[config.mk]
export PLATFORM = sky130hd
export DESIGN_NAME = wwdt_top
export DESIGN_NICKNAME = d
export VERILOG_FILES = /design/src/pkg/wwdt_pkg.sv /design/src/pkg/wwdt_cnt_if.sv /design/src/verilog/wwdt_counter.sv /design/src/verilog/wwdt_top.sv
export VERILOG_INCLUDE_DIRS = /design/src /design/src/pkg
export SDC_FILE = /design/constraint.sdc
export NUM_CORES = 1
export LEC_CHECK = 0
export BUFFER_PORTS_ARGS = -buffer_cell sky130_fd_sc_hd__buf_2
export CELL_PAD_IN_SITES_DETAIL_PLACEMENT = 2
export CELL_PAD_IN_SITES_GLOBAL_PLACEMENT = 2
export CORE_MARGIN = 3
export CORE_UTILIZATION = 32
export CTS_BUF_LIST = sky130_fd_sc_hd__clkbuf_8
export DETAILED_ROUTE_END_ITERATION = 10
export GPL_ROUTABILITY_DRIVEN = 0
export PLACE_DENSITY_LB_ADDON = 0.25
export SYNTH_ARGS = -nofsm -noshare
export SYNTH_HDL_FRONTEND = slang
export SYNTH_HIERARCHICAL = 1
export SYNTH_SLANG_ARGS = --single-unit
[constraint.sdc]
create_clock -name i_clock -period 3.83 [get_ports i_clock]
set_clock_uncertainty 0.1 [all_clocks]
set_input_delay 1.149 -clock i_clock [delete_from_list [all_inputs] [get_ports i_clock]]
set_output_delay 1.149 -clock i_clock [all_outputs]
set_load 0.01 [all_outputs]
[src/pkg/wwdt_params.svh]
// Offsets, field positions, reset values and timing counts of the
// windowed watchdog. Assumes inclusion by bare name from design files.
`ifndef WWDT_PARAMS_SVH
`define WWDT_PARAMS_SVH

// Register byte offsets on the APB slave.
`define WWDT_ADDR_RESET_CTRL  12'h000
`define WWDT_ADDR_CONFIG      12'h004
`define WWDT_ADDR_STATUS      12'h008

// Reset control register fields.
`define WWDT_RC_SOFT_EN       5
`define WWDT_RC_TIMEOUT       4
`define WWDT_RC_SLEEP         3
`define WWDT_RC_IDLE          2

// Configuration word fields.
`define WWDT_CFG_PS_LO        0
`define WWDT_CFG_PS_HI        3
`define WWDT_CFG_PRESCALE     4
`define WWDT_CFG_WIN_DIS      6
`define WWDT_CFG_EN_LO        7
`define WWDT_CFG_EN_HI        8
`define WWDT_CFG_RESET        32'h0000_01df

// Status register fields.
`define WWDT_ST_WINDOW        24
`define WWDT_ST_RUNNING       25
`define WWDT_ST_SLEEP         26
`define WWDT_ST_IDLE          27

// Prescaler widths in bits (divide by 32 or by 128).
`define WWDT_PRE_SHORT        5'h05
`define WWDT_PRE_LONG         5'h07

// Timing: system clock and nominal oscillator frequency in hertz.
`define WWDT_CLK_FREQ_HZ      100000000
`define WWDT_OSC_FREQ_HZ      31000
`define WWDT_OSC_DIV \
  ((`WWDT_CLK_FREQ_HZ + `WWDT_OSC_FREQ_HZ / 2) / `WWDT_OSC_FREQ_HZ)

`endif

[src/pkg/wwdt_pkg.sv]
// Types shared by the windowed watchdog modules.
// Assumes nothing beyond a SystemVerilog compiler.
package wwdt_pkg;

  // Power state of the device as the watchdog tracks it.
  typedef enum logic [1:0] {
    WWDT_RUN,
    WWDT_SLEEP,
    WWDT_IDLE
  } wwdt_mode_e;

  // Oscillator tick count of prescaler and postscaler together.
  typedef logic [21:0] wwdt_count_t;

endpackage

[src/pkg/wwdt_cnt_if.sv]
// Link between the watchdog control logic and its counter chain.
// Assumes both ends sit in the same clock domain.
interface wwdt_cnt_if;
  logic                 tick;         // One oscillator period elapsed.
  logic                 clear;        // Restart the whole chain.
  logic                 run;          // Counting allowed.
  logic [4:0]           shift;        // Log2 of the full period in ticks.
  wwdt_pkg::wwdt_count_t count;       // Present chain value.
  logic                 expire;       // One-cycle time-out pulse.
  logic                 window_open;  // In the last quarter of the period.

  modport ctrl (
    output tick,
    output clear,
    output run,
    output shift,
    input  count,
    input  expire,
    input  window_open
  );

  modport core (
    input  tick,
    input  clear,
    input  run,
    input  shift,
    output count,
    output expire,
    output window_open
  );
endinterface

[src/verilog/wwdt_counter.sv]
// Prescaler and postscaler chain of the windowed watchdog as one counter.
// Assumes the control side supplies a tick of the oscillator rate.
`include "wwdt_params.svh"

module wwdt_counter (
  input  wire logic i_clock,
  input  wire logic i_nrst,
  wwdt_cnt_if.core  cnt
);

  // Last count value of a period of two to the power shift ticks.
  function automatic wwdt_pkg::wwdt_count_t last_count(
    input logic [4:0] sh
  );
    logic [22:0] full;
    full = (23'h00_0001 << sh) - 23'h00_0001;
    return full[21:0];
  endfunction

  wwdt_pkg::wwdt_count_t count_reg;   // Chained prescaler and postscaler.
  wwdt_pkg::wwdt_count_t count_next;  // Next chain value.
  logic                  expire_reg;  // Registered time-out pulse.
  wire                   at_end;      // Chain holds its last value.
  wire                   step;        // Chain advances this cycle.
  wire [22:0]            win_start;   // First count of the final quarter.

  assign at_end    = (count_reg == last_count(cnt.shift));
  assign step      = cnt.run && cnt.tick && !cnt.clear;
  assign win_start = 23'h00_0003 << (cnt.shift - 5'h02);

  // A clear beats a tick, so a restart never counts a stale tick.
  always_comb begin
    count_next = count_reg;
    if (cnt.clear || !cnt.run) begin
      count_next = '0;
    end else if (step) begin
      count_next = at_end ? '0 : count_reg + 22'h00_0001;
    end
  end

  // The chain wraps to zero in the cycle it signals expiry.
  always_ff @(posedge i_clock) begin
    if (!i_nrst) begin
      count_reg  <= '0;
      expire_reg <= 1'b0;
    end else begin
      count_reg  <= count_next;
      expire_reg <= step && at_end;
    end
  end

  assign cnt.count       = count_reg;
  assign cnt.expire      = expire_reg;
  assign cnt.window_open = ({1'b0, count_reg} >= win_start);

endmodule

[src/verilog/wwdt_top.sv]
// Windowed watchdog timer with its APB register slave.
// Assumes a 100 MHz clock, one-cycle event pulses from the CPU and
// clock logic, and a system reset manager that acts on o_watchdog_reset.
//
// Summary of operation
// - Clock from low-power oscillator; enabling starts it.
// - Prescaler divides by 32 or 128.
// - Base period about 1 ms or 4 ms.
// - Postscaler picks one of sixteen ratios.
// - Device reset and clock switch restart counting.
// - Power-save entry, exit and clear restart counting.
// - Always-on setting keeps counting in Sleep, Idle.
// - Time-out in Sleep or Idle wakes, no reset.
// - Time-out sets sticky flag, never self-cleared.
// - Windowed clear works only in last quarter.
// - Early windowed clear causes watchdog reset.
// - Window-disable bit zero selects windowed mode.
// - Enable field 11 means permanently on.
// - Enable field 10 follows software-enable bit.
// - Device reset clears software-enable bit.
// - Field 01 runs in Run, Idle; bit ignored.
//
// The implementer's own choices: the register offsets and the APB interface to the registers.
`include "wwdt_params.svh"

module wwdt_top (
  input  wire logic        i_clock,
  input  wire logic        i_nrst,
  // APB slave.
  input  wire logic        i_psel,
  input  wire logic        i_penable,
  input  wire logic        i_pwrite,
  input  wire logic [11:0] i_paddr,
  input  wire logic [31:0] i_pwdata,
  output logic      [31:0] o_prdata,
  output logic             o_pready,
  output logic             o_pslverr,
  // CPU and clock-system events, one cycle each.
  input  wire logic        i_watchdog_clear_instr,
  input  wire logic        i_power_save_sleep,
  input  wire logic        i_power_save_idle,
  input  wire logic        i_wake_other,
  input  wire logic        i_clock_switch_done,
  // Effects on the rest of the device.
  output logic             o_watchdog_reset,
  output logic             o_wake,
  output logic             o_low_power_rc_osc_on
);

  // Register state.
  logic [31:0]          config_reg;         // Watchdog configuration word.
  logic                 soft_en_reg;        // Software watchdog enable.
  logic                 timeout_flag_reg;   // Sticky time-out flag.
  logic                 sleep_flag_reg;     // Woke from Sleep.
  logic                 idle_flag_reg;      // Woke from Idle.
  wwdt_pkg::wwdt_mode_e mode_reg;           // Tracked power state.
  wwdt_pkg::wwdt_mode_e mode_next;          // Next power state.
  logic [11:0]          div_reg;            // Oscillator period divider.
  logic                 osc_on_reg;         // Oscillator request.
  logic                 wd_reset_reg;       // Reset request pulse.
  logic                 wake_reg;           // Wake request pulse.
  logic [31:0]          prdata_reg;         // Read data.
  logic                 pready_reg;         // Access completes.
  logic                 pslverr_reg;        // Unmapped access.

  wwdt_cnt_if cnt ();

  // Decoded configuration.
  wire [3:0] postscale_select;
  wire       prescale_select;
  wire       window_disable;
  wire [1:0] watchdog_enable_field;

  assign postscale_select      =
    config_reg[`WWDT_CFG_PS_HI:`WWDT_CFG_PS_LO];
  assign prescale_select       = config_reg[`WWDT_CFG_PRESCALE];
  assign window_disable        = config_reg[`WWDT_CFG_WIN_DIS];
  assign watchdog_enable_field =
    config_reg[`WWDT_CFG_EN_HI:`WWDT_CFG_EN_LO];

  // Enable decoding per setting of the enable field.
  wire in_run      = (mode_reg == wwdt_pkg::WWDT_RUN);
  wire in_sleep    = (mode_reg == wwdt_pkg::WWDT_SLEEP);
  wire in_idle     = (mode_reg == wwdt_pkg::WWDT_IDLE);
  wire en_always   = (watchdog_enable_field == 2'h3);
  wire en_soft     = (watchdog_enable_field == 2'h2) && soft_en_reg;
  wire en_awake    = (watchdog_enable_field == 2'h1) && !in_sleep;
  // Field 00 matches none of the terms, so the chain stays at zero.
  wire running     = en_always || en_soft || en_awake;
  wire windowed    = !window_disable;

  // Prescaler width: 5 bits for divide by 32, 7 for divide by 128.
  wire [4:0] pre_bits = prescale_select ? `WWDT_PRE_LONG
                                        : `WWDT_PRE_SHORT;
  // Postscaler 1:1 to 1:32768 adds zero to fifteen bits.
  wire [4:0] total_shift = pre_bits + {1'b0, postscale_select};

  // Oscillator tick: the divider models one period of the nominal
  // oscillator, so a base period is 32 or 128 of these ticks.
  wire [11:0] div_last = 12'(`WWDT_OSC_DIV - 1);
  wire        osc_tick = osc_on_reg && (div_reg == div_last);

  // Clear-instruction handling in and out of the window.
  wire clr_early   = i_watchdog_clear_instr && running && windowed &&
                     !cnt.window_open;
  wire clr_accept  = i_watchdog_clear_instr && !clr_early;

  // Time-out outcome depends on the power state at expiry.
  wire to_asleep   = cnt.expire && !in_run;
  wire to_awake    = cnt.expire && in_run;
  wire wake_exit   = to_asleep || (i_wake_other && !in_run);

  // Restart sources of the counter chain.
  assign cnt.clear = i_clock_switch_done || i_power_save_sleep ||
                     i_power_save_idle || wake_exit ||
                     clr_accept || clr_early;
  assign cnt.run   = running;
  assign cnt.tick  = osc_tick;
  assign cnt.shift = total_shift;

  wwdt_counter u_counter (
    .i_clock (i_clock),
    .i_nrst  (i_nrst),
    .cnt     (cnt)
  );

  // APB decode. The slave inserts one wait state per access.
  wire apb_acc   = i_psel && i_penable && pready_reg;
  wire apb_wr    = apb_acc && i_pwrite;
  wire sel_rc    = (i_paddr == `WWDT_ADDR_RESET_CTRL);
  wire sel_cfg   = (i_paddr == `WWDT_ADDR_CONFIG);
  wire sel_st    = (i_paddr == `WWDT_ADDR_STATUS);
  wire mapped    = sel_rc || sel_cfg || sel_st;
  wire wr_rc     = apb_wr && sel_rc;
  wire wr_cfg    = apb_wr && sel_cfg;

  // Read views.
  wire [31:0] rc_view = {26'h000_0000, soft_en_reg, timeout_flag_reg,
                         sleep_flag_reg, idle_flag_reg, 2'h0};
  wire [31:0] st_view = {4'h0, in_idle, in_sleep, running,
                         cnt.window_open, 2'h0, cnt.count};
  wire [31:0] rd_mux  = sel_rc  ? rc_view :
                        sel_cfg ? config_reg :
                        sel_st  ? st_view : 32'h0000_0000;

  // Software writes a zero to clear a flag; writing one is ignored.
  wire clr_to    = wr_rc && !i_pwdata[`WWDT_RC_TIMEOUT];
  wire clr_sleep = wr_rc && !i_pwdata[`WWDT_RC_SLEEP];
  wire clr_idle  = wr_rc && !i_pwdata[`WWDT_RC_IDLE];
  wire set_to    = cnt.expire || clr_early;

  // Power-state tracking.
  always_comb begin
    mode_next = mode_reg;
    unique case (mode_reg)
      wwdt_pkg::WWDT_RUN: begin
        if (i_power_save_sleep) begin
          mode_next = wwdt_pkg::WWDT_SLEEP;
        end else if (i_power_save_idle) begin
          mode_next = wwdt_pkg::WWDT_IDLE;
        end
      end
      wwdt_pkg::WWDT_SLEEP,
      wwdt_pkg::WWDT_IDLE: begin
        // Execution resumes after the power-save point.
        if (wake_exit) begin
          mode_next = wwdt_pkg::WWDT_RUN;
        end
      end
      default: begin
        mode_next = wwdt_pkg::WWDT_RUN;
      end
    endcase
  end

  // Mode register.
  always_ff @(posedge i_clock) begin
    if (!i_nrst) begin
      mode_reg <= wwdt_pkg::WWDT_RUN;
    end else begin
      mode_reg <= mode_next;
    end
  end

  // Oscillator request and its period divider. Holding the divider at
  // zero while off mimics an oscillator that restarts from rest.
  always_ff @(posedge i_clock) begin
    if (!i_nrst) begin
      osc_on_reg <= 1'b0;
      div_reg    <= 12'h000;
    end else begin
      osc_on_reg <= running;
      if (!osc_on_reg || osc_tick) begin
        div_reg <= 12'h000;
      end else begin
        div_reg <= div_reg + 12'h001;
      end
    end
  end

  // Configuration word. It is writable so software can stand in for
  // the fixed configuration fuses; a real part would lock it.
  always_ff @(posedge i_clock) begin
    if (!i_nrst) begin
      config_reg <= `WWDT_CFG_RESET;
    end else if (wr_cfg) begin
      config_reg <= i_pwdata;
    end
  end

  // Software enable takes writes only under enable field 10.
  always_ff @(posedge i_clock) begin
    if (!i_nrst) begin
      soft_en_reg <= 1'b0;
    end else if (wr_rc && watchdog_enable_field == 2'h2) begin
      soft_en_reg <= i_pwdata[`WWDT_RC_SOFT_EN];
    end
  end

  // Sticky flags: a hardware set in the same cycle as a clear wins,
  // so no event is lost to a racing software write.
  always_ff @(posedge i_clock) begin
    if (!i_nrst) begin
      timeout_flag_reg <= 1'b0;
      sleep_flag_reg   <= 1'b0;
      idle_flag_reg    <= 1'b0;
    end else begin
      if (set_to) begin
        timeout_flag_reg <= 1'b1;
      end else if (clr_to) begin
        timeout_flag_reg <= 1'b0;
      end
      if (i_power_save_sleep && in_run) begin
        sleep_flag_reg <= 1'b1;
      end else if (clr_sleep) begin
        sleep_flag_reg <= 1'b0;
      end
      if (i_power_save_idle && in_run && !i_power_save_sleep) begin
        idle_flag_reg <= 1'b1;
      end else if (clr_idle) begin
        idle_flag_reg <= 1'b0;
      end
    end
  end

  // Event outputs: reset for a run-mode expiry or an early clear,
  // wake for an expiry during Sleep or Idle.
  always_ff @(posedge i_clock) begin
    if (!i_nrst) begin
      wd_reset_reg  <= 1'b0;
      wake_reg      <= 1'b0;
    end else begin
      wd_reset_reg  <= to_awake || clr_early;
      wake_reg      <= to_asleep;
    end
  end

  // APB handshake: ready rises in the second access cycle and drops
  // after the completing edge, giving exactly one wait state.
  always_ff @(posedge i_clock) begin
    if (!i_nrst) begin
      pready_reg  <= 1'b0;
      prdata_reg  <= 32'h0000_0000;
      pslverr_reg <= 1'b0;
    end else begin
      pready_reg  <= i_psel && i_penable && !pready_reg;
      if (i_psel && i_penable && !pready_reg) begin
        prdata_reg  <= i_pwrite ? 32'h0000_0000 : rd_mux;
        pslverr_reg <= !mapped;
      end else begin
        prdata_reg  <= 32'h0000_0000;
        pslverr_reg <= 1'b0;
      end
    end
  end

  // Every output is a flip-flop.
  assign o_prdata              = prdata_reg;
  assign o_pready              = pready_reg;
  assign o_pslverr             = pslverr_reg;
  assign o_watchdog_reset      = wd_reset_reg;
  assign o_wake                = wake_reg;
  assign o_low_power_rc_osc_on = osc_on_reg;

endmodule
# Word-level counts from Yosys, hierarchy flattened
# Index checks and enable logic that the tools add are counted.
# W data, S select, Z words.
classes:
  n_eq_ne: 11
  n_addsub: 5
  n_mux: 15
  multipliers: 0
  div_mod_pow: 0
  shift: 2
  n_reduce_logical: 66
  n_lt_le_gt_ge: 1
  bitwise: 2
ops:
  columns: ["op", "n"]
  rows:
  - ["$mux W32", 1]
  - ["$mux W28", 1]
  - ["$logic_and A1 B1 Y1", 26]
  - ["$ge A22 B23 Y1", 1]
  - ["$shl A2 B5 Y23 const A", 1]
  - ["$add A22 B1 Y22 const B", 1]
  - ["$eq A22 B22 Y1", 1]
  - ["$mux W22", 1]
  - ["$shl A1 B5 Y22 const A", 1]
  - ["$sub A22 B1 Y22 const B", 1]
  - ["$logic_not A1 Y1", 14]
  - ["$logic_or A1 B1 Y1", 14]
  - ["$add A12 B1 Y12 const B", 1]
  - ["$eq A12 B12 Y1 const B", 1]
  - ["$eq A12 B3 Y1 const B", 1]
  - ["$eq A12 B4 Y1 const B", 1]
  - ["$logic_not A12 Y1", 1]
  - ["$mux W2", 4]
  - ["$eq A2 B2 Y1 const B", 3]
  - ["$mux W1", 6]
  - ["$mux W6", 1]
  - ["$reduce_bool A2 Y1", 3]
  - ["$reduce_or A2 Y1", 3]
  - ["$add A3 B4 Y5", 1]
  - ["other kinds (10)", 13]
totals:
  register_bits: 110
  ram_bits: 0
  rom_bits: 0
  latch_bits: 0
  output_inout_bits: 37
  n_memories: 0

# Longest topological paths before layout
# Gate-level depths: netlist of run 1.
depth:
  depth_word: 14
  mapped_depth: 24
  depth_no_buf: 21

# By module
# The synthesis of run 1 kept the hierarchy.
modules_own_cells:
  columns: ["module", "area_per_inst_um2", "n_inst", "seq_area_each_um2", "cells_per_inst"]
  rows:
  - ["wwdt_top", 3389.5, 1, 1741.7, 364]
  - ["wwdt_counter", 3004.1, 1, 460.4, 392]

# Worst setup path after synthesis of run 1
# No wires, ideal clock.
synth_path:
  path_kind: "reg2reg"
  startpoint: "register config_reg[1]"
  endpoint: "register timeout_flag_reg"
  setup_time_ns: 0.071
  setup_slack_ns: -0.411
  arrival_time_ns: 4.071
  stages_incl_launch_ff: 23
  cell_sequence: "dfxtp_1 fa_1 xnor2_1 buf_6 buf_2 inv_1 ha_1 xnor2_1 and2_1 clkbuf_1 nand2_1 ha_1 nor2b_1 o21a_1 o21a_1 o21a_1 o21a_1 o21a_1 o211ai_1 nand2_1 nor2_1 a31oi_1 a21oi_1"
synth_via:
  elab_chain_len: 8
  word_cells_on_any_way: 9
synth_lines:
  columns: ["element", "line", "text"]
  rows:
  - ["from (decl)", "wwdt_top.sv:51", "logic [31:0] config_reg;"]
  - ["from (signal assigned)", "wwdt_top.sv:205", "config_reg <= `WWDT_CFG_RESET;"]
  - ["from (signal assigned)", "wwdt_top.sv:207", "config_reg <= i_pwdata;"]
  - ["$add A3 B4 Y5 (*)", "wwdt_top.sv:96", "wire [4:0] total_shift = pre_bits + {1'b0, postscale_select};"]
  - ["net cnt.shift[2]", "wwdt_cnt_if.sv:7", "logic [4:0] shift;"]
  - ["$sub A5 B2 Y5 (*)", "wwdt_counter.sv:29", "assign win_start = 23'h00_0003 << (cnt.shift - 5'h02);"]
  - ["$shl A2 B5 Y23 (*)", "wwdt_counter.sv:29", null]
  - ["$ge A22 B23 Y1 (*)", "wwdt_counter.sv:54", "assign cnt.window_open = ({1'b0, count_reg} >= win_start);"]
  - ["net cnt.window_open", "wwdt_cnt_if.sv:10", "logic window_open;"]
  - ["$logic_not A1 Y1 (*)", "wwdt_top.sv:105", "!cnt.window_open;"]
  - ["$logic_and A1 B1 Y1 (*)", "wwdt_top.sv:104", "wire clr_early = i_watchdog_clear_instr && running && windowed &&"]
  - ["$logic_or A1 B1 Y1 (*)", "wwdt_top.sv:150", "wire set_to = cnt.expire || clr_early;"]
  - ["$mux W1 or $reduce_bool A2 Y1 (tied branches)", null, null]
  - ["to (signal assigned)", "wwdt_top.sv:224", "timeout_flag_reg <= 1'b0;"]
  - ["to (signal assigned)", "wwdt_top.sv:229", "timeout_flag_reg <= 1'b1;"]
  - ["to (signal assigned)", "wwdt_top.sv:231", "timeout_flag_reg <= 1'b0;"]
  - ["to (decl)", "wwdt_top.sv:53", "logic timeout_flag_reg;"]
# Mark *: on every way through the listed nets, which the timed path passes. The rest lies on a longest branch.
# A chain may end at the register's enable or synchronous reset.

# Final worst setup path of run 1
layout_path:
  startpoint: "register config_reg[0]"
  endpoint: "register timeout_flag_reg"
# The elaborated chain is that of the path after synthesis.

==> flow_summary.toml, run 1 <==
[outcome]
status = "finished with violations"
violations = "setup timing"

[sta]
hold_viol = 0
slew_viol_final = 0
worstMarginPinSlew_ns = 0.708
final.period_utilization_pct = 104
setup_viol = 3
fin_crit_ns = 3.98
finalSetupTns_ns = -0.214
finalWorstSetupSlack_ns = -0.146
fmax_ghz = 0.252
max-slew-margin-rel_pct = 52.4
grt_setup_unrepaired = "true"

[floorplanning]
die_x_um = 147
core_sq_um = 19500
num_rows = 51
die_h_um = 147
die_area_sq_um = 21700
io_pins = 91
start_util_pct = 32.7

[logic_synthesis]
yosys_most_used_dff = "dfxtp_1"
synth_top_cell_area_share_pct = 34.4
yosysSeqAreaShare_pct = 34.4
yosysWarnings = 6
synth.area.top_cells = "dfxtp_1, ha_1, xnor2_1"
synth_cells = 756
syn_area_sq_um = 6390
synth_area_leader_cell = "dfxtp_1"
syn_nets = 850
yosysUniqueCellTypes = 78
synth.most_common_cell = "dfxtp_1"
synth_edf_count = 0
avgSynthCellArea_sq_um = 8.46
synth_seq_cells = 110
synth_async_sr_flop_share_pct = 0
synthTopCellsByCount = "dfxtp_1, nand2_1, nor2_1"

[finish]
final_nets = 959
seqCellArea_sq_um = 2210
syn_to_final_growth_pct = 21.9
n_fill_cell = 2243
multi_input_area_sq_um = 4070
antenna_cells = 0
layout-drive-gt1-share_pct = 25.7

[routing]
detail-route-antenna-nets = 0
viasPerCell = 5.32
detail_route.wl_per_cell_um = 19.9
drtPass1Iterations = 4
vias = 6033
drtIter0Drc = 274
route.detailed.drc = 0
wl_mm = 22.6

[power_and_ir_drop]
leakage_nw = 3.14
internal-power_mw = 1.51
power_mw = 2.01
switchingPower_mw = 0.500
p_sw_share_pct = 24.9
p_comb_share_pct = 5.7
sequentialPowerShare_pct = 57.5
cellPowerDensity_nw_per_um2 = 257
peakVddDrop_mv = 0.134
clkPwrFrac_pct = 36.8

[critical_path]
r2r_end = "timeout_flag_reg"
r2r_start = "config_reg[0]"
crit_fanout = 5
critPathKind = "flop to flop"
endpoint_kind = "flop"
cp-startpoint = "config_reg[0]"
endpoint = "timeout_flag_reg"
rr_worst_depth = 20
r2r_setup_slack_ns = -0.15
cp-start-kind = "flop"
arrival_ns = 4.19
cp.required_ns = 4.05

[global_route]
grt_use_total_pct = 20.9
grt_pass1_wl_mm = 36.4
antenna_found_initial = 0
globalRouteOverflowTotal = 0
grt_start_max_net_pins = 65
grt_pass1_vias = 6716

[placement]
hpwl_mm = 17.3
port_buffers = 90

[clock_tree]
cts.sinks = 110
cts_tree = "built"
numCtsBuffers = 9
clock-root-buffer = "clkbuf_8"
cts_max_level = 3
cts-hold-fix-buffers = 0
clockBufferDepth = 2
clock_latency_ns = 0.39
clkTransAtPathRegs_ns = 0.11

[worst_hold_path]
hp-class = "flop to flop"

[job]
cap_violations = 0
[power groups by stage]
stage	combinational (mW)	sequential (mW)	clock, mW
final	0.113	1.15	0.739
after global routing	0.127	1.16	0.815
after CTS	0.114	1.15	0.765
after detailed placement	0.114	1.18	0
after global placement	0.106	1.18	0
after floorplan	0.0550	1.18	0
[kinds of logic after synthesis]
logic type      Yosys count  share of synthesized area (%)
compound gates          148                           15.8
xor+xnor                 61                           8.36
fa+ha+maj                40                           7.95
buf+inv                  69                           5.28
flops                   110                           34.4
mux                       6                           1.04
simple gates            322                           27.1
[cell usage in the layout, fill, tap and decap left out, types with 3 or more instances in the layout]
master	synthesis	layout
a211oi_1	5	4
a21o_1	4	4
a21oi_1	26	24
a21oi_2	1	3
a22o_1	22	22
a31oi_1	12	12
a41oi_1	3	3
and2_1	10	9
and3_1	11	10
buf_2	10	90
buf_4	3	49
clkbuf_8	0	9
dfxtp_1	110	107
ha_1	39	31
ha_2	0	3
ha_4	0	5
inv_1	24	23
mux2i_1	4	3
nand2_1	80	79
nand2b_1	11	11
nand3_1	46	46
nand3b_1	5	5
nand4_1	13	13
nand4b_1	5	5
nor2_1	59	57
nor2_2	11	13
nor2b_1	8	4
nor2b_4	0	3
nor3_1	23	21
nor3_2	2	3
nor4_1	11	10
nor4_4	3	3
o211ai_1	3	3
o21a_1	9	9
o21ai_0	42	42
o21bai_1	3	3
xnor2_1	38	34
xor2_1	23	23
[worst min-delay path by stage]
stage | start | end | slack, ns | depth (start not counted)
after CTS | config_reg[28] | o_prdata[28] | 0.37 | 1
after detailed placement | config_reg[28] | o_prdata[28] | 0.35 | 1
after global routing | config_reg[28] | o_prdata[28] | 0.39 | 1
after floorplan | config_reg[22] | o_prdata[22] | 0.33 | 1
final | config_reg[28] | o_prdata[28] | 0.36 | 1
after global placement | config_reg[31] | o_prdata[31] | 0.34 | 1
[metal layers]
layer / vias to the layer above / wire [um] / track usage (%)
met4: 0 / 440 / 5.59
met2: 112 / 11700 / 38.6
li1: 2876 / - / -
met1: 3014 / 9680 / 25.0
met5: - / 0 / 0
met3: 31 / 719 / 3.39
[area by class of cell]
| type | count | area share (%) |
|---|---|---|
| clock buffers | 9 | 1.59 |
| repair buffers | 143 | 11.3 |
| multi-input cells | 577 | 52.2 |
| well taps | 265 | 4.25 |
| flip-flops and latches | 110 | 28.3 |
| inverters | 24 | 1.22 |
| clock inverters | 7 | 1.08 |
[per-stage QoR]
step	worst slack [ns]	utilization [%]	cell area (sq um)	cells	hold WS, ns
final	-0.146	39.9	7790	1135	0.364
after global routing	-0.376	39.9	7790	1135	0.386
after CTS	-0.0134	39.7	7740	1133	0.368
after detailed placement	-0.250	38.0	7410	1116	0.349
after global placement	0.0470	38.0	7410	1116	0.337
after floorplan	-0.000325	-	6510	756	0.329
[critical path, cell delays in order (launching register included)]
cell      delay [ns]
dfxtp_2         0.35
fa_2            0.44
xnor2_4         0.26
buf_6           0.15
nor3_4          0.04
xnor2_2         0.24
buf_4           0.16
and2_4          0.18
nand2_4         0.06
ha_4            0.22
nor2b_4         0.12
o21a_1          0.17
o21a_1          0.17
o21a_1          0.16
o21a_1          0.16
o21a_1          0.17
o211ai_1        0.18
nand2_1         0.11
nor2_2          0.16
a31oi_1         0.11
a21oi_1         0.18
[repair_timing]
action,in CTS,in global routing
resized for setup,26,9
pin swaps,14,16
setup buffers,1,4
endpoints found under the setup margin,26,26
Note: power is estimated with default switching activity, not from simulation.
==> inputs of run 2 (changes only) <==
- CTS_CLUSTER_SIZE: not set -> 24
- GPL_TIMING_DRIVEN: not set -> 0
- SETUP_SLACK_MARGIN: not set -> 0.02
==> flow_summary.toml, run 2 (synthesis results as in run 1) <==
[routing]
detail_route.wl_per_cell_um = 21.4
detail-route-antenna-nets = 0
vias = 6255
drtPass1Iterations = 5
route.detailed.drc = 0
wl_mm = 24.6
drtIter0Drc = 230
viasPerCell = 5.44

[critical_path]
r2r_end = "timeout_flag_reg"
crit_fanout = 10
rr_worst_depth = 21
endpoint_kind = "flop"
r2r_start = "config_reg[4]"
cp-start-kind = "flop"
r2r_setup_slack_ns = -0.25
critPathKind = "flop to flop"
arrival_ns = 4.30
cp.required_ns = 4.06

[worst_hold_path]
hp-class = "flop to flop"
worstHoldStart = "config_reg[28]"
holdPathStages = 1
whs_endpoint = "o_prdata[28]"

[clock_tree]
cts_max_level = 3
clock_latency_ns = 0.40
cts.sinks = 110
clockBufferDepth = 2
clkTransAtPathRegs_ns = 0.11
numCtsBuffers = 9
cts_tree = "built"
clock-root-buffer = "clkbuf_8"

[floorplanning]
die_area_sq_um = 21700
die_x_um = 147
io_pins = 91
die_h_um = 147
start_util_pct = 32.7
core_sq_um = 19500
num_rows = 51

[global_route]
grt_pass1_wl_mm = 38.3
grt_start_max_net_pins = 19
grt_use_total_pct = 22.2
globalRouteOverflowTotal = 0
grt_pass1_vias = 6861
antenna_found_initial = 0

[placement]
post-place-ws_ns = -0.733
port_buffers = 90
hpwl_mm = 18.3

[power_and_ir_drop]
leakage_nw = 3.18
power_mw = 1.97
cellPowerDensity_nw_per_um2 = 247
peakVddDrop_mv = 0.150

[finish]
syn_to_final_growth_pct = 24.7
final_nets = 974
multi_input_area_sq_um = 4190
most-common-layout-cells = "dfxtp_1, buf_2, nand2_1"
layout-drive-gt1-share_pct = 26.8
antenna_cells = 0
seqCellArea_sq_um = 2210
n_fill_cell = 2254
final_common_cell = "dfxtp_1"

[sta]
slew_viol_final = 0
final.period_utilization_pct = 106
grt_setup_unrepaired = "true"
finalSetupTns_ns = -0.632
fin_crit_ns = 4.08
hold_viol = 0
finalWorstSetupSlack_ns = -0.246
worstMarginPinSlew_ns = 0.787
max-slew-margin-rel_pct = 47.3
whs_ns = 0.375
setup_viol = 3
fmax_ghz = 0.245

[outcome]
status = "finished with violations"
violations = "setup timing"

[job]
cap_violations = 0
==> run 2: cell types whose count changed in the layout (fill, tap and decap cells not counted), moves of 3 or more <==
cell      previous run  this run
buf_1                0         5
buf_6                2         5
nor4_4               3         6
buf_4               49        27
nor4_1              10         7
clkbuf_1             0        16
buf_8                0         4
clkbuf_4             0         5
nor2_2              13        19
nor2_1              57        50
==> run 2: worst max path at each step <==
stage	from	endpoint	slack, ns
floorplan	config_reg[0]	timeout_flag_reg	-0.0003
global placement	config_reg[4]	timeout_flag_reg	-0.67
detailed placement	config_reg[4]	timeout_flag_reg	-0.73
CTS	config_reg[1]	timeout_flag_reg	-0.24
global route	config_reg[4]	timeout_flag_reg	-0.45
finish	config_reg[4]	timeout_flag_reg	-0.25
==> run 2: final cells by class <==
type                            count  share of cell area [%]
Timing Repair Buffer              115                    8.15
Tap cell                          265                    4.16
Inverter                           24                    1.19
Clock inverter                      6                   0.596
Multi-Input combinational cell    577                    52.5
Clock buffer                       10                    1.73
Sequential cell                   110                    27.7
Buffer                             43                    3.91
==> run 2: per-stage QoR <==
stage               instances  instance area [sq um]  util [%]
floorplan                 756                   6510         -
global placement         1111                   7290      37.3
detailed placement       1111                   7290      37.3
CTS                      1143                   7790      39.9
global route             1150                   7970      40.8
finish                   1150                   7970      40.8
==> run 2: power breakdown <==
group / total [mW] / switching [mW] / internal (mW)
combinational: 0.117 / 0.0710 / 0.0459
sequential: 1.15 / 0.00450 / 1.15
clock: 0.697 / 0.435 / 0.262
==> run 2: per-layer routing <==
metal  part of all wire, %  wire length, um  GRT usage, %
met4                   1.7              413          5.45
met2                    51            12600          39.5
met1                    44            10800          28.0
met5                     0                0             0
met3                   3.4              828          3.55
==> run 2: critical path, stage by stage (launching register included) <==
cell and delay (ns):
dfxtp_4 0.39, fa_2 0.43, buf_4 0.15, nor2_2 0.09, nor2_2 0.06, buf_4 0.17
buf_8 0.16, xnor2_4 0.18, nor2b_1 0.15, buf_4 0.12, buf_4 0.14, nand2_1 0.08
ha_1 0.30, a21oi_1 0.15, nor2b_1 0.08, a2111oi_2 0.36, o211ai_1 0.19, a21oi_2 0.19
nand2_2 0.11, nor2_4 0.13, a31oi_1 0.11, a21oi_1 0.17
==> run 2: what timing repair did <==
item / CTS / global route
gates cloned: 0 / 0
pin swaps: 24 / 11
buffers inserted: 18 / 7
hold buffers: 0 / 0
endpoints found under the setup margin: 26 / 25
gates resized for setup: 47 / 35
